[src/design/adc_regs_pkg.sv]
// constants for the result and retry register slice
// shared by the register slice and its surroundings
package adc_regs_pkg;
	localparam logic [7:0] off_control      = 8'h03;
	localparam logic [7:0] off_sense_high   = 8'h04;
	localparam logic [7:0] off_sense_low    = 8'h05;
	localparam logic [7:0] off_aux2_high    = 8'h06;
	localparam logic [7:0] off_aux2_low     = 8'h07;
	localparam logic [7:0] off_aux1_high    = 8'h08;
	localparam logic [7:0] off_aux1_low     = 8'h09;
	localparam int         bit_ov_retry     = 0;
	localparam int         bit_uv_retry     = 1;
	localparam int         bit_oc_retry     = 2;
	localparam int         bit_test_mode    = 5;
	localparam logic       uv_retry_reset   = 1'b1;
	localparam logic       ov_retry_reset   = 1'b1;
	localparam logic [9:0] result_reset     = 10'h000;
	localparam logic [1:0] label_sense      = 2'h0;
	localparam logic [1:0] label_aux2       = 2'h1;
	localparam logic [1:0] label_aux1       = 2'h2;
	localparam logic [5:0] low_pad          = 6'h00;
	typedef enum logic [1:0] {
		chan_sense = 2'b00,
		chan_aux2  = 2'b01,
		chan_aux1  = 2'b10
	} chan_type;
endpackage

[src/design/adc_result_and_retry_regs.sv]
// result registers and the fault auto-retry bits of the control register
// register port driven by a serial-bus front end; conversions from the converter
`timescale 1ns/1ps
`default_nettype none
module adc_result_and_retry_regs
	import adc_regs_pkg::*;
#(
	parameter logic oc_retry_reset = 1'b0
)(
	input  wire logic       clock,
	input  wire logic       reset,
	input  wire logic       reg_write,
	input  wire logic [7:0] reg_addr,
	input  wire logic [7:0] reg_wdata,
	output logic      [7:0] reg_rdata,
	output logic            reg_hit,
	input  wire logic       test_mode,
	input  wire logic       conv_valid,
	input  wire chan_type   conv_channel,
	input  wire logic [9:0] conv_data,
	input  wire chan_type   bcast_channel,
	output logic      [1:0] bcast_label,
	output logic      [9:0] bcast_data,
	output logic            oc_retry_en,
	output logic            uv_retry_en,
	output logic            ov_retry_en
);
	logic [2:0] retry_ff;
	logic [9:0] sense_ff;
	logic [9:0] aux2_ff;
	logic [9:0] aux1_ff;
	logic [1:0] label_ff;
	logic [9:0] bdata_ff;
	logic       conv_take;

	function automatic logic [7:0] low_byte(input logic [9:0] v);
		return {v[1:0], low_pad};
	endfunction

	function automatic logic [9:0] wr_high(input logic [9:0] v, input logic [7:0] d);
		return {d, v[1:0]};
	endfunction

	assign conv_take = conv_valid && !test_mode;

	always_ff @(posedge clock)
	begin
		if (reset)
		begin
			retry_ff[bit_oc_retry] <= oc_retry_reset;
			retry_ff[bit_uv_retry] <= uv_retry_reset;
			retry_ff[bit_ov_retry] <= ov_retry_reset;
		end
		else if (reg_write && reg_addr == off_control)
		begin
			retry_ff <= reg_wdata[2:0];
		end
	end
	assign oc_retry_en = retry_ff[bit_oc_retry];
	assign uv_retry_en = retry_ff[bit_uv_retry];
	assign ov_retry_en = retry_ff[bit_ov_retry];

	// whole word stored at once; host writes only in test
	always_ff @(posedge clock)
	begin
		if (reset)
		begin
			sense_ff <= result_reset;
			aux2_ff  <= result_reset;
			aux1_ff  <= result_reset;
		end
		else if (conv_take)
		begin
			unique case (conv_channel)
				chan_sense: sense_ff <= conv_data;
				chan_aux2:  aux2_ff  <= conv_data;
				chan_aux1:  aux1_ff  <= conv_data;
				default:    sense_ff <= sense_ff;
			endcase
		end
		else if (reg_write && test_mode)
		begin
			// low writes keep only bits 7:6
			unique case (reg_addr)
				off_sense_high: sense_ff <= wr_high(sense_ff, reg_wdata);
				off_sense_low:  sense_ff[1:0] <= reg_wdata[7:6];
				off_aux2_high:  aux2_ff <= wr_high(aux2_ff, reg_wdata);
				off_aux2_low:   aux2_ff[1:0] <= reg_wdata[7:6];
				off_aux1_high:  aux1_ff <= wr_high(aux1_ff, reg_wdata);
				off_aux1_low:   aux1_ff[1:0] <= reg_wdata[7:6];
				default:        sense_ff <= sense_ff;
			endcase
		end
	end

	always_comb
	begin
		reg_hit = 1'b1;
		unique case (reg_addr)
			off_control:    reg_rdata = {5'h00, retry_ff};
			off_sense_high: reg_rdata = sense_ff[9:2];
			off_sense_low:  reg_rdata = low_byte(sense_ff);
			off_aux2_high:  reg_rdata = aux2_ff[9:2];
			off_aux2_low:   reg_rdata = low_byte(aux2_ff);
			off_aux1_high:  reg_rdata = aux1_ff[9:2];
			off_aux1_low:   reg_rdata = low_byte(aux1_ff);
			default:
			begin
				reg_rdata = 8'h00;
				reg_hit = 1'b0;
			end
		endcase
	end

	always_ff @(posedge clock)
	begin
		if (reset)
		begin
			label_ff <= label_sense;
			bdata_ff <= result_reset;
		end
		else
		begin
			unique case (bcast_channel)
				chan_aux2:
				begin
					label_ff <= label_aux2;
					bdata_ff <= aux2_ff;
				end
				chan_aux1:
				begin
					label_ff <= label_aux1;
					bdata_ff <= aux1_ff;
				end
				default:
				begin
					label_ff <= label_sense;
					bdata_ff <= sense_ff;
				end
			endcase
		end
	end
	assign bcast_label = label_ff;
	assign bcast_data  = bdata_ff;

	label_map_a: assert property (@(posedge clock) disable iff (reset)
		bcast_channel == chan_aux1 |=> bcast_label == label_aux1 && bcast_data == $past(aux1_ff))
		else $error("broadcast label wrong");

	label_sense_a: assert property (@(posedge clock) disable iff (reset)
		bcast_channel == chan_sense |=> bcast_label == label_sense && bcast_data == $past(sense_ff))
		else $error("current broadcast label wrong");

	label_aux2_a: assert property (@(posedge clock) disable iff (reset)
		bcast_channel == chan_aux2 |=> bcast_label == label_aux2 && bcast_data == $past(aux2_ff))
		else $error("second auxiliary broadcast label wrong");

	test_hold_a: assert property (@(posedge clock) disable iff (reset)
		test_mode && !reg_write |=> $stable(sense_ff) && $stable(aux1_ff))
		else $error("result moved in test mode");

	no_host_wr_a: assert property (@(posedge clock) disable iff (reset)
		!test_mode && !conv_valid |=> $stable(aux2_ff))
		else $error("result written outside test");

	test_write_a: assert property (@(posedge clock) disable iff (reset)
		test_mode && reg_write && reg_addr == off_aux2_high |=> aux2_ff[9:2] == $past(reg_wdata))
		else $error("test mode write lost");

	aux2_halt_a: assert property (@(posedge clock) disable iff (reset)
		test_mode && !reg_write |=> $stable(aux2_ff))
		else $error("second auxiliary moved in test mode");

	low_zero_a: assert property (@(posedge clock) disable iff (reset)
		reg_addr == off_aux2_low |-> reg_rdata[5:0] == low_pad)
		else $error("reserved bits not zero");

	sense_pad_a: assert property (@(posedge clock) disable iff (reset)
		reg_addr == off_sense_low |-> reg_rdata[5:0] == low_pad)
		else $error("current reserved bits not zero");

	aux1_pad_a: assert property (@(posedge clock) disable iff (reset)
		reg_addr == off_aux1_low |-> reg_rdata[5:0] == low_pad)
		else $error("first auxiliary reserved bits not zero");

	whole_word_a: assert property (@(posedge clock) disable iff (reset)
		conv_take && conv_channel == chan_sense |=> sense_ff == $past(conv_data))
		else $error("result halves torn");

	aux2_word_a: assert property (@(posedge clock) disable iff (reset)
		conv_take && conv_channel == chan_aux2 |=> aux2_ff == $past(conv_data))
		else $error("second auxiliary halves torn");

	aux1_word_a: assert property (@(posedge clock) disable iff (reset)
		conv_take && conv_channel == chan_aux1 |=> aux1_ff == $past(conv_data))
		else $error("first auxiliary halves torn");

	sense_read_a: assert property (@(posedge clock) disable iff (reset)
		reg_addr == off_sense_high |-> reg_rdata == sense_ff[9:2])
		else $error("current high byte wrong");

	sense_low_a: assert property (@(posedge clock) disable iff (reset)
		reg_addr == off_sense_low |-> reg_rdata[7:6] == sense_ff[1:0])
		else $error("current low bits wrong");

	aux2_read_a: assert property (@(posedge clock) disable iff (reset)
		reg_addr == off_aux2_high |-> reg_rdata == aux2_ff[9:2])
		else $error("second auxiliary high byte wrong");

	aux2_low_a: assert property (@(posedge clock) disable iff (reset)
		reg_addr == off_aux2_low |-> reg_rdata[7:6] == aux2_ff[1:0])
		else $error("second auxiliary low bits wrong");

	aux1_read_a: assert property (@(posedge clock) disable iff (reset)
		reg_addr == off_aux1_high |-> reg_rdata == aux1_ff[9:2])
		else $error("first auxiliary high byte wrong");

	aux1_low_a: assert property (@(posedge clock) disable iff (reset)
		reg_addr == off_aux1_low |-> reg_rdata[7:6] == aux1_ff[1:0])
		else $error("first auxiliary low bits wrong");

	addr_hit_a: assert property (@(posedge clock) disable iff (reset)
		reg_hit == (reg_addr >= off_control && reg_addr <= off_aux1_low))
		else $error("register hit wrong");

	oc_write_a: assert property (@(posedge clock) disable iff (reset)
		reg_write && reg_addr == off_control |=> oc_retry_en == $past(reg_wdata[2]))
		else $error("overcurrent retry not written");

	oc_reset_a: assert property (@(posedge clock)
		reset |=> oc_retry_en == oc_retry_reset)
		else $error("overcurrent retry default wrong");

	oc_hold_a: assert property (@(posedge clock) disable iff (reset)
		!(reg_write && reg_addr == off_control) |=> $stable(oc_retry_en))
		else $error("overcurrent retry changed");

	ctrl_read_a: assert property (@(posedge clock) disable iff (reset)
		reg_addr == off_control |-> reg_rdata == {5'h00, oc_retry_en, uv_retry_en, ov_retry_en})
		else $error("control readback wrong");

	uv_reset_a: assert property (@(posedge clock)
		reset |=> uv_retry_en && ov_retry_en)
		else $error("retry default wrong");

	uv_write_a: assert property (@(posedge clock) disable iff (reset)
		reg_write && reg_addr == off_control |=> uv_retry_en == $past(reg_wdata[bit_uv_retry]))
		else $error("undervoltage retry not written");

	uv_hold_a: assert property (@(posedge clock) disable iff (reset)
		!(reg_write && reg_addr == off_control) |=> $stable(uv_retry_en))
		else $error("undervoltage retry changed");

	ov_hold_a: assert property (@(posedge clock) disable iff (reset)
		!(reg_write && reg_addr == off_control) |=> $stable(ov_retry_en))
		else $error("overvoltage retry changed");

	ov_write_a: assert property (@(posedge clock) disable iff (reset)
		reg_write && reg_addr == off_control |=> ov_retry_en == $past(reg_wdata[bit_ov_retry]))
		else $error("overvoltage retry not written");

	conv_c: cover property (@(posedge clock) disable iff (reset) conv_take);
	test_wr_c: cover property (@(posedge clock) disable iff (reset) test_mode && reg_write);
	bcast_c: cover property (@(posedge clock) disable iff (reset) bcast_channel == chan_aux2);
	ctrl_wr_c: cover property (@(posedge clock) disable iff (reset) reg_write && reg_addr == off_control);
	aux1_bcast_c: cover property (@(posedge clock) disable iff (reset) bcast_channel == chan_aux1);
endmodule
`default_nettype wire

[config.mk]
export PLATFORM = sky130hd
export DESIGN_NAME = adc_result_and_retry_regs
export DESIGN_NICKNAME = d
export VERILOG_FILES = /design/src/design/adc_regs_pkg.sv /design/src/design/adc_result_and_retry_regs.sv
export SDC_FILE = /design/constraint.sdc
export NUM_CORES = 1
export LEC_CHECK = 0
export ABC_AREA = 1
export BUFFER_PORTS_ARGS = -buffer_cell sky130_fd_sc_hd__buf_4
export CELL_PAD_IN_SITES_DETAIL_PLACEMENT = 0
export CELL_PAD_IN_SITES_GLOBAL_PLACEMENT = 2
export CORE_MARGIN = 4
export CORE_UTILIZATION = 26
export CTS_BUF_LIST = sky130_fd_sc_hd__clkbuf_16
export CTS_CLUSTER_DIAMETER = 120
export DETAILED_ROUTE_END_ITERATION = 7
export PLACE_DENSITY_LB_ADDON = 0.2
export SYNTH_ARGS = -nofsm -noshare
export SYNTH_HDL_FRONTEND = slang
export SYNTH_SLANG_ARGS = --single-unit
[constraint.sdc]
create_clock -name clock -period 1.1 [get_ports clock]
set_clock_uncertainty 0.1 [all_clocks]
set_input_delay 0.165 -clock clock [delete_from_list [all_inputs] [get_ports clock]]
set_output_delay 0.165 -clock clock [all_outputs]
set_load 0.005 [all_outputs]
# After elaboration in Yosys (flattened, before gate mapping)
# Cells that the tools add are included.
# word_totals
output_inout_bits	24
in_bits	35
register_bits	45
word_cells	61
# op_classes
mux	19
n_eq_ne	14
reduce_logical	19
# ops
operator	count
10-bit 2-to-1 mux	9
8-bit case mux with 7 select lines	1
8-bit by 3-bit equality test with 1-bit output (second input constant)	4
8-bit 2-to-1 mux	3
10-bit case mux with 2 select lines	1
3-bit AND reduction	6
8-bit by 4-bit equality test with 1-bit output (second input constant)	2
2-bit nonzero test	7
8-bit by 2-bit equality test with 1-bit output (second input constant)	1
7-bit OR reduction	1
2-bit 2-to-1 mux	3
2-bit by 1-bit != test with 1-bit output (second input constant)	3
2-bit by 1-bit equality test with 1-bit output (second input constant)	2
2-bit equality test (second input constant)	2
2-bit case mux with 2 select lines	1
1-bit logical AND	3
2-bit logical NOT	1
1-bit logical NOT	1
1-bit 2-to-1 mux	1

# Logic depth before layout (Yosys ltp)
# Gate-level depths: netlist (run 1).
# logic_depth
word_depth	4
depth_mapped	9
mapped_depth_nobuf	8

# Least setup slack after synthesis (run 1)
# Ideal clock, no wire load.
# synth_path
kind	input to output
from	input port reg_addr[4]
to	output port reg_rdata[6]
setup_slack_ps	-144
cell_stages	9
t_required_ps	835
arrival_ps	979
path_buffers	2
cell_sequence	inv_1 -> nand2_1 -> nor2_4 -> buf_6 -> buf_4 -> nand3_1 -> nand2_1 -> inv_1 -> nand4_1
# synth_between
elab_chain_cells	2
word_cells_on_any_way	8
classes_between	eq/ne: 7; mux: 1
# synth_rtl
item	line_no	source
start, declared	adc_result_and_retry_regs.sv:13	input wire logic [7:0] reg_addr,
8-bit by 4-bit equality test with 1-bit output (tied with other cells)	adc_result_and_retry_regs.sv:99	unique case (reg_addr)
8-bit case mux with 7 select lines (*)	adc_result_and_retry_regs.sv:99	
end, declared	adc_result_and_retry_regs.sv:15	output logic [7:0] reg_rdata,
# Mark *: on every way between the ends. The rest lies on a longest branch, timed or not.

# Worst setup path in the final report (run 1)
# layout_path
from	input port reg_addr[6]
to	output port reg_rdata[7]
# The elaborated chain is that of the path after synthesis.

==> key figures, run 1 <==
Critical path
  – R2R depth: 3
  – Worst reg2reg startpoint: sense_ff[0]$_SDFFE_PP0P_
  – CP max stage delay: 160 ps
  – Critical Path RT: 830 ps
  – Reg2reg setup slack: 160 ps
  – R2r endpoint: bcast_data[0]$_SDFF_PP0_
  – CP dominant cell by count: nand3_2
  – Critical path, cell by cell: buf_8 > clkinv_8 > nand2_4 > nor2_4 > buf_12 > clkbuf_16 > nand3_2 > nand2_2 > nor2_2 > nand3_2 > buf_6
  – Setup crit end kind: output port
  – Critical Path Source Type: primary input
  – WP data arrival: 1160 ps
  – Crit-path slowest cell: clkbuf_16
  – Setup Crit Path Kind: in -> out
  – Critical path fanouts, max: 6

Hold path
  – HP Start: reg_wdata[2]
  – Hold Path Class: in -> reg
  – WHS Path Cells: 3
  – Hold endpoint: retry_ff[2]$_SDFFE_PP0P_

Outcome
  – Status: finished with violations
  – Failing checks: setup timing

Routing
  – Vias: 2827
  – Post-Route WL: 9360 um
  – Initial DRT Pass Iterations: 4
  – WL per Instance: 15.2 um
  – Post-route DRC violation count: 0
  – Initial DRC count: 139
  – Via density: 4.59
  – Post-DRT Antenna Nets: 0

Yosys
  – Sequential share of the synthesized area: 34.8%
  – Dominant cell type by area after synthesis: dfxtp_1
  – Syn Inst Count: 371
  – Predominant post-synthesis flop cell: dfxtp_1
  – Synth Cell Area: 2590 um2
  – Synth area leaders: dfxtp_1, nand3_1, nand2_1, a21oi_1, inv_1
  – Syn_nets: 410
  – #FFs+latches synth: 45
  – Post-synth EDFFs: 0
  – Synth cell count leaders: nand2_1, nand3_1, dfxtp_1
  – Yosys warning count: 0
  – Most frequent cell after synthesis: nand2_1
  – Syn Area/Cell: 6.98 um2
  – Synth top area share: 34.8%
  – Ys async rst share: 0%
  – Synth cell types: 30

STA
  – Worst relative slew slack: 72.4%
  – Final Critical Period: 1430 ps
  – Final Hold Fails: 0
  – Max Clock Freq: 700 MHz
  – Final max-slew violation count: 0
  – Post-route clock period utilization: 130%
  – RSZ-0062 raised after global routing: yes
  – Setup_tns: -4370 ps
  – Worst slew pin tran: 411 ps
  – WHS: 59.8 ps
  – Final worst setup slack: -329 ps
  – Final setup fails: 33

Place
  – IO Port Bufs: 58
  – Gp weighted congestion: 0.803
  – Post-DP HPWL: 6540 um

Floorplanning
  – Total Die Area: 11600 um2
  – # IOs: 59
  – Core area: 9730 um2
  – Die Wd: 108 um
  – Die Y: 108 um
  – # rows: 36
  – Starting density of the core: 26.6%

CTS
  – Clock buffer depth: 2
  – H-tree depth: 2
  – Clock sink count: 45
  – Clk_lat worst skew: 280 ps
  – Root Buffer: clkbuf_16
  – CTS tree: built
  – Clock-pin slew on the worst setup and hold paths: 60 ps
  – Post-CTS Hold Fix Bufs: 0
  – CTS Buf Count: 5

Power
  – P per Cell Area: 978 nW/um2
  – Peak supply drop: 0.528 mV
  – Leak: 1.93 nW

Run
  – Max_cap viols: 0

Global route
  – Initial antenna violation count: 0
  – Gr usage total: 15.9%
  – First-pass GRT wire length: 14400 um
  – Total grt overflow: 0
  – Vias in the first global route: 2685
  – Pin count of the biggest net entering global routing: 27

Final layout
  – Area Overhead vs Synth: 73.7%
  – Share of cells above drive strength 1: 49.7%
  – Final nets: 521
  – ANT cells: 0
-- state kept, by name (all words and copies together), names as in the netlist --
signal,count
aux1_ff,10
bcast_data,10
retry_ff,3
aux2_ff,10
sense_ff,10
bcast_label,2
-- layout make-up --
cell class                 count  area [um2]
fill                         986        5230
multi-input combinational    273        1900
timing repair buffer         120        1170
sequential                    45         903
inverter                      37         199
tap                          133         166
clock buffer                   5         125
clock inverter                 3        37.5
-- power by group --
part           internal (mW)  leakage (nW)  switching (mW)
Combinational          0.460          1.48           0.526
Clock                   1.06        0.0826           0.622
Sequential              1.70         0.366          0.0403
-- repair_timing --
item / CTS / global route
gates cloned: 2 / 4
resized for setup: 20 / 100
setup buffers: 5 / 10
pin swaps: 4 / 30
setup endpoints to repair: 33 / 43
-- layer usage --
metal  track usage [%]  share of wire, %  wire [um]
met2              23.3                45       4260
met4              2.98              0.87         81
met5                 0                 0          0
met3              2.64               5.3        493
met1              24.3                48       4530
-- worst max-delay path: cells and delay by family --
| kind | cells | cell delay (ps) |
|---|---|---|
| buf+inv | 5 | 550 |
| simple gates | 6 | 440 |
-- kinds of logic (layout without fill, tap and decap cells) --
kind of cell | count (synthesis) | in the layout | share of synthesized area [%]
AOI/OAI and AO/OA | 72 | 72 | 15.4
adders and majority gates | 4 | 4 | 1.93
buffers and inverters | 56 | 165 | 11.1
DFF | 45 | 45 | 34.8
and+or+nand+nor | 194 | 197 | 36.8
-- worst max path at each step --
| stage | slack, ps | startpoint | endpoint | cells past startpoint |
|---|---|---|---|---|
| 4_1_cts | -330 | reg_addr[5] | reg_rdata[6] | 11 |
| 3_5_place_dp | -380 | reg_addr[3] | reg_rdata[2] | 7 |
| 3_3_place_gp | -360 | reg_addr[7] | aux1_ff[7]$_SDFFE_PP0P_ | 10 |
| 2_1_floorplan | -60 | reg_addr[7] | reg_rdata[7] | 9 |
| 5_1_grt | -390 | reg_addr[6] | reg_rdata[7] | 11 |
| 6_report | -330 | reg_addr[6] | reg_rdata[7] | 11 |
-- cell usage in the layout, fill, tap and decap left out, types with 2 or more instances in the layout --
cell	synthesis	final
clkbuf_16	0	6
nand2_2	3	16
dfxtp_1	45	43
a21oi_2	0	6
nand2_8	0	10
nand3_1	59	29
inv_4	0	2
o2111ai_4	0	2
buf_8	1	4
nor2_8	2	2
nand3_2	1	28
nand2_1	78	60
a21oi_1	43	37
nand3_4	0	3
nor2_4	1	9
o21ai_2	1	4
nor2_2	11	14
buf_6	4	11
buf_12	0	11
dfxtp_2	0	2
o21ai_1	8	5
o21ai_0	11	11
buf_4	2	91
buf_16	0	2
inv_2	5	4
nor2_1	26	16
ha_1	4	4
inv_1	32	27
nand4_1	4	4
o211ai_1	5	5
clkinv_8	0	3
nand2_4	7	4
-- stage by stage --
stage	utilization, %	cell area [um2]	setup slack (ps)	instances	total power [mW]
2_1_floorplan	-	2710	-56.9	371	2.19
5_1_grt	46.3	4500	-392	616	4.61
3_5_place_dp	36.8	3580	-381	588	2.57
4_1_cts	40.4	3930	-327	603	4.29
3_3_place_gp	36.8	3580	-360	588	2.56
6_report	46.3	4500	-329	616	4.40
Power figures use the tool's default switching activity.
==> inputs of run 2 (changes only) <==
--- a/config.mk
+++ b/config.mk
@@ -6,7 +6,7 @@
 export NUM_CORES = 1
 export LEC_CHECK = 0
 export ABC_AREA = 1
-export BUFFER_PORTS_ARGS = -buffer_cell sky130_fd_sc_hd__buf_4
+export BUFFER_PORTS_ARGS = -buffer_cell sky130_fd_sc_hd__buf_2
 export CELL_PAD_IN_SITES_DETAIL_PLACEMENT = 0
 export CELL_PAD_IN_SITES_GLOBAL_PLACEMENT = 2
 export CORE_MARGIN = 4
==> key figures, run 2 (same netlist as run 1, synthesis figures left out) <==
Floorplanning
  – # IOs: 59 (unchanged)
  – # rows: 36 (unchanged)
  – Total Die Area: 11600 um2 (unchanged)
  – Die Wd: 108 um (unchanged)
  – Die Y: 108 um (unchanged)
  – Starting density of the core: 26.6% (unchanged)
  – Core area: 9730 um2 (unchanged)

STA
  – Final worst setup slack: -332 ps (-3.10 ps)
  – Worst slew pin tran: 369 ps (-42.0 ps)
  – WHS: 66.2 ps (+6.37 ps)
  – Setup_tns: -3400 ps (+968 ps)
  – Max Clock Freq: 698 MHz (-0.22%)
  – Final Critical Period: 1430 ps (+3.10 ps)
  – Final Hold Fails: 0 (unchanged)
  – Post-route clock period utilization: 130% (+0.28 points)
  – Final setup fails: 33 (unchanged)
  – Worst relative slew slack: 75.4% (+3.0 points)
  – Final max-slew violation count: 0 (unchanged)
  – RSZ-0062 raised after global routing: yes

Outcome
  – Status: finished with violations
  – Failing checks: setup timing

Routing
  – Initial DRC count: 91 (-35%)
  – Post-route DRC violation count: 0 (unchanged)
  – Via density: 4.50 (-2.1%)
  – Initial DRT Pass Iterations: 4 (unchanged)
  – Vias: 2760 (-2.4%)
  – Post-Route WL: 8860 um (-5.4%)
  – WL per Instance: 14.4 um (-5.1%)
  – Post-DRT Antenna Nets: 0 (unchanged)

Global route
  – Initial antenna violation count: 0 (unchanged)
  – Total grt overflow: 0 (unchanged)
  – Pin count of the biggest net entering global routing: 27 (unchanged)
  – Gr usage total: 15.5% (-0.41 points)
  – First-pass GRT wire length: 14000 um (-3.0%)
  – Vias in the first global route: 2646 (-1.5%)

Power
  – Tot Pwr: 4.33 mW (-1.6%)
  – Leak: 1.87 nW (-2.7%)
  – Peak supply drop: 0.581 mV (+9.9%)
  – P per Cell Area: 1050 nW/um2 (+7.8%)

Final layout
  – Final nets: 519 (-0.38%)
  – Commonest non-fill, non-tap cell in the layout: nand2_1
  – Final Cell Area: 4110 um2 (-8.7%)
  – Final cell count without fillers: 614 (-0.32%)
  – Filler instances: 1019 (+3.3%)
  – Area Overhead vs Synth: 58.6%
  – Most frequent cells in the layout: nand2_1, buf_2, dfxtp_1
  – Share of cells above drive strength 1: 44.9% (-4.8 points)
  – Util after Layout: 42.2% (-4.0 points)
  – ANT cells: 0 (unchanged)

Place
  – Dpl cells: 592 (+0.68%)
  – Placement Cell Area: 3490 um2 (-2.5%)
  – Gp weighted congestion: 0.838 (+4.3%)
  – IO Port Bufs: 58 (unchanged)
  – Post-DP HPWL: 6610 um (+1.0%)
  – Place WS: -387 ps (-6.16 ps)

Critical path
  – WP data arrival: 1170 ps (about the same)
  – Critical Path RT: 830 ps (about the same)
  – Critical path fanouts, max: 6 (unchanged)
  – Setup Crit Path Kind: in -> out
  – Critical Path Source Type: primary input
  – Setup crit end kind: output port

CTS
  – Clk_lat worst skew: 290 ps (about the same)
  – Clock sink count: 45 (unchanged)
  – CTS tree: built
  – H-tree depth: 2 (unchanged)
  – Clock buffer depth: 2 (unchanged)
  – CTS Buf Count: 5 (unchanged)
  – Clock-pin slew on the worst setup and hold paths: 60 ps (about the same)
  – Root Buffer: clkbuf_16

Hold path
  – Hold Path Class: in -> reg

Run
  – Max_cap viols: 0 (unchanged)
## run 2: where the power goes
group / switching [mW] / internal, mW
Clock: 0.653 / 1.07
Sequential: 0.0361 / 1.70
Combinational: 0.487 / 0.389
## run 2: layout make-up
type / instances / area (um2) / area share (%)
clock buffer: 5 / 125 / 3.04
multi-input combinational: 272 / 1720 / 41.7
clock inverter: 3 / 42.5 / 1.04
inverter: 37 / 179 / 4.35
timing repair buffer: 119 / 980 / 23.8
tap: 133 / 166 / 4.05
sequential: 45 / 902 / 21.9
## run 2: routing by layer
| metal | vias to the layer above | routed length (um) | GRT usage, % |
|---|---|---|---|
| li1 | 1446 | - | - |
| met1 | 1241 | 4680 | 23.3 |
| met2 | 69 | 3780 | 23.4 |
| met3 | 4 | 327 | 2.28 |
| met4 | 0 | 72 | 2.71 |
| met5 | - | 0 | 0 |
## run 2: worst paths after layout
check	startpoint	to	slack, ps	depth (start not counted)
max	reg_addr[6]	reg_rdata[0]	-330	10
min reg2reg	aux2_ff[4]$_SDFFE_PP0P_	bcast_data[4]$_SDFF_PP0_	370	2
min	reg_wdata[2]	retry_ff[2]$_SDFFE_PP0P_	70	3
max reg2reg	sense_ff[4]$_SDFFE_PP0P_	bcast_data[4]$_SDFF_PP0_	200	3
## run 2: worst max-delay path, stage by stage
cell and delay, ps:
buf_8 100, inv_8 40, nand2_4 40, nor2_4 120, buf_6 120, buf_8 120, buf_16 130, nand3_2 60
o2111ai_2 100, buf_2 150
## run 2: timing repair
item | CTS | global route
cloned | 4 | 1
hold endpoints to repair | 0 | 0
endpoints found under the setup margin | 39 | 43
setup buffers | 6 | 4
gates resized for setup | 29 | 41
hold buffers | 0 | 0
pin swaps | 12 | 12
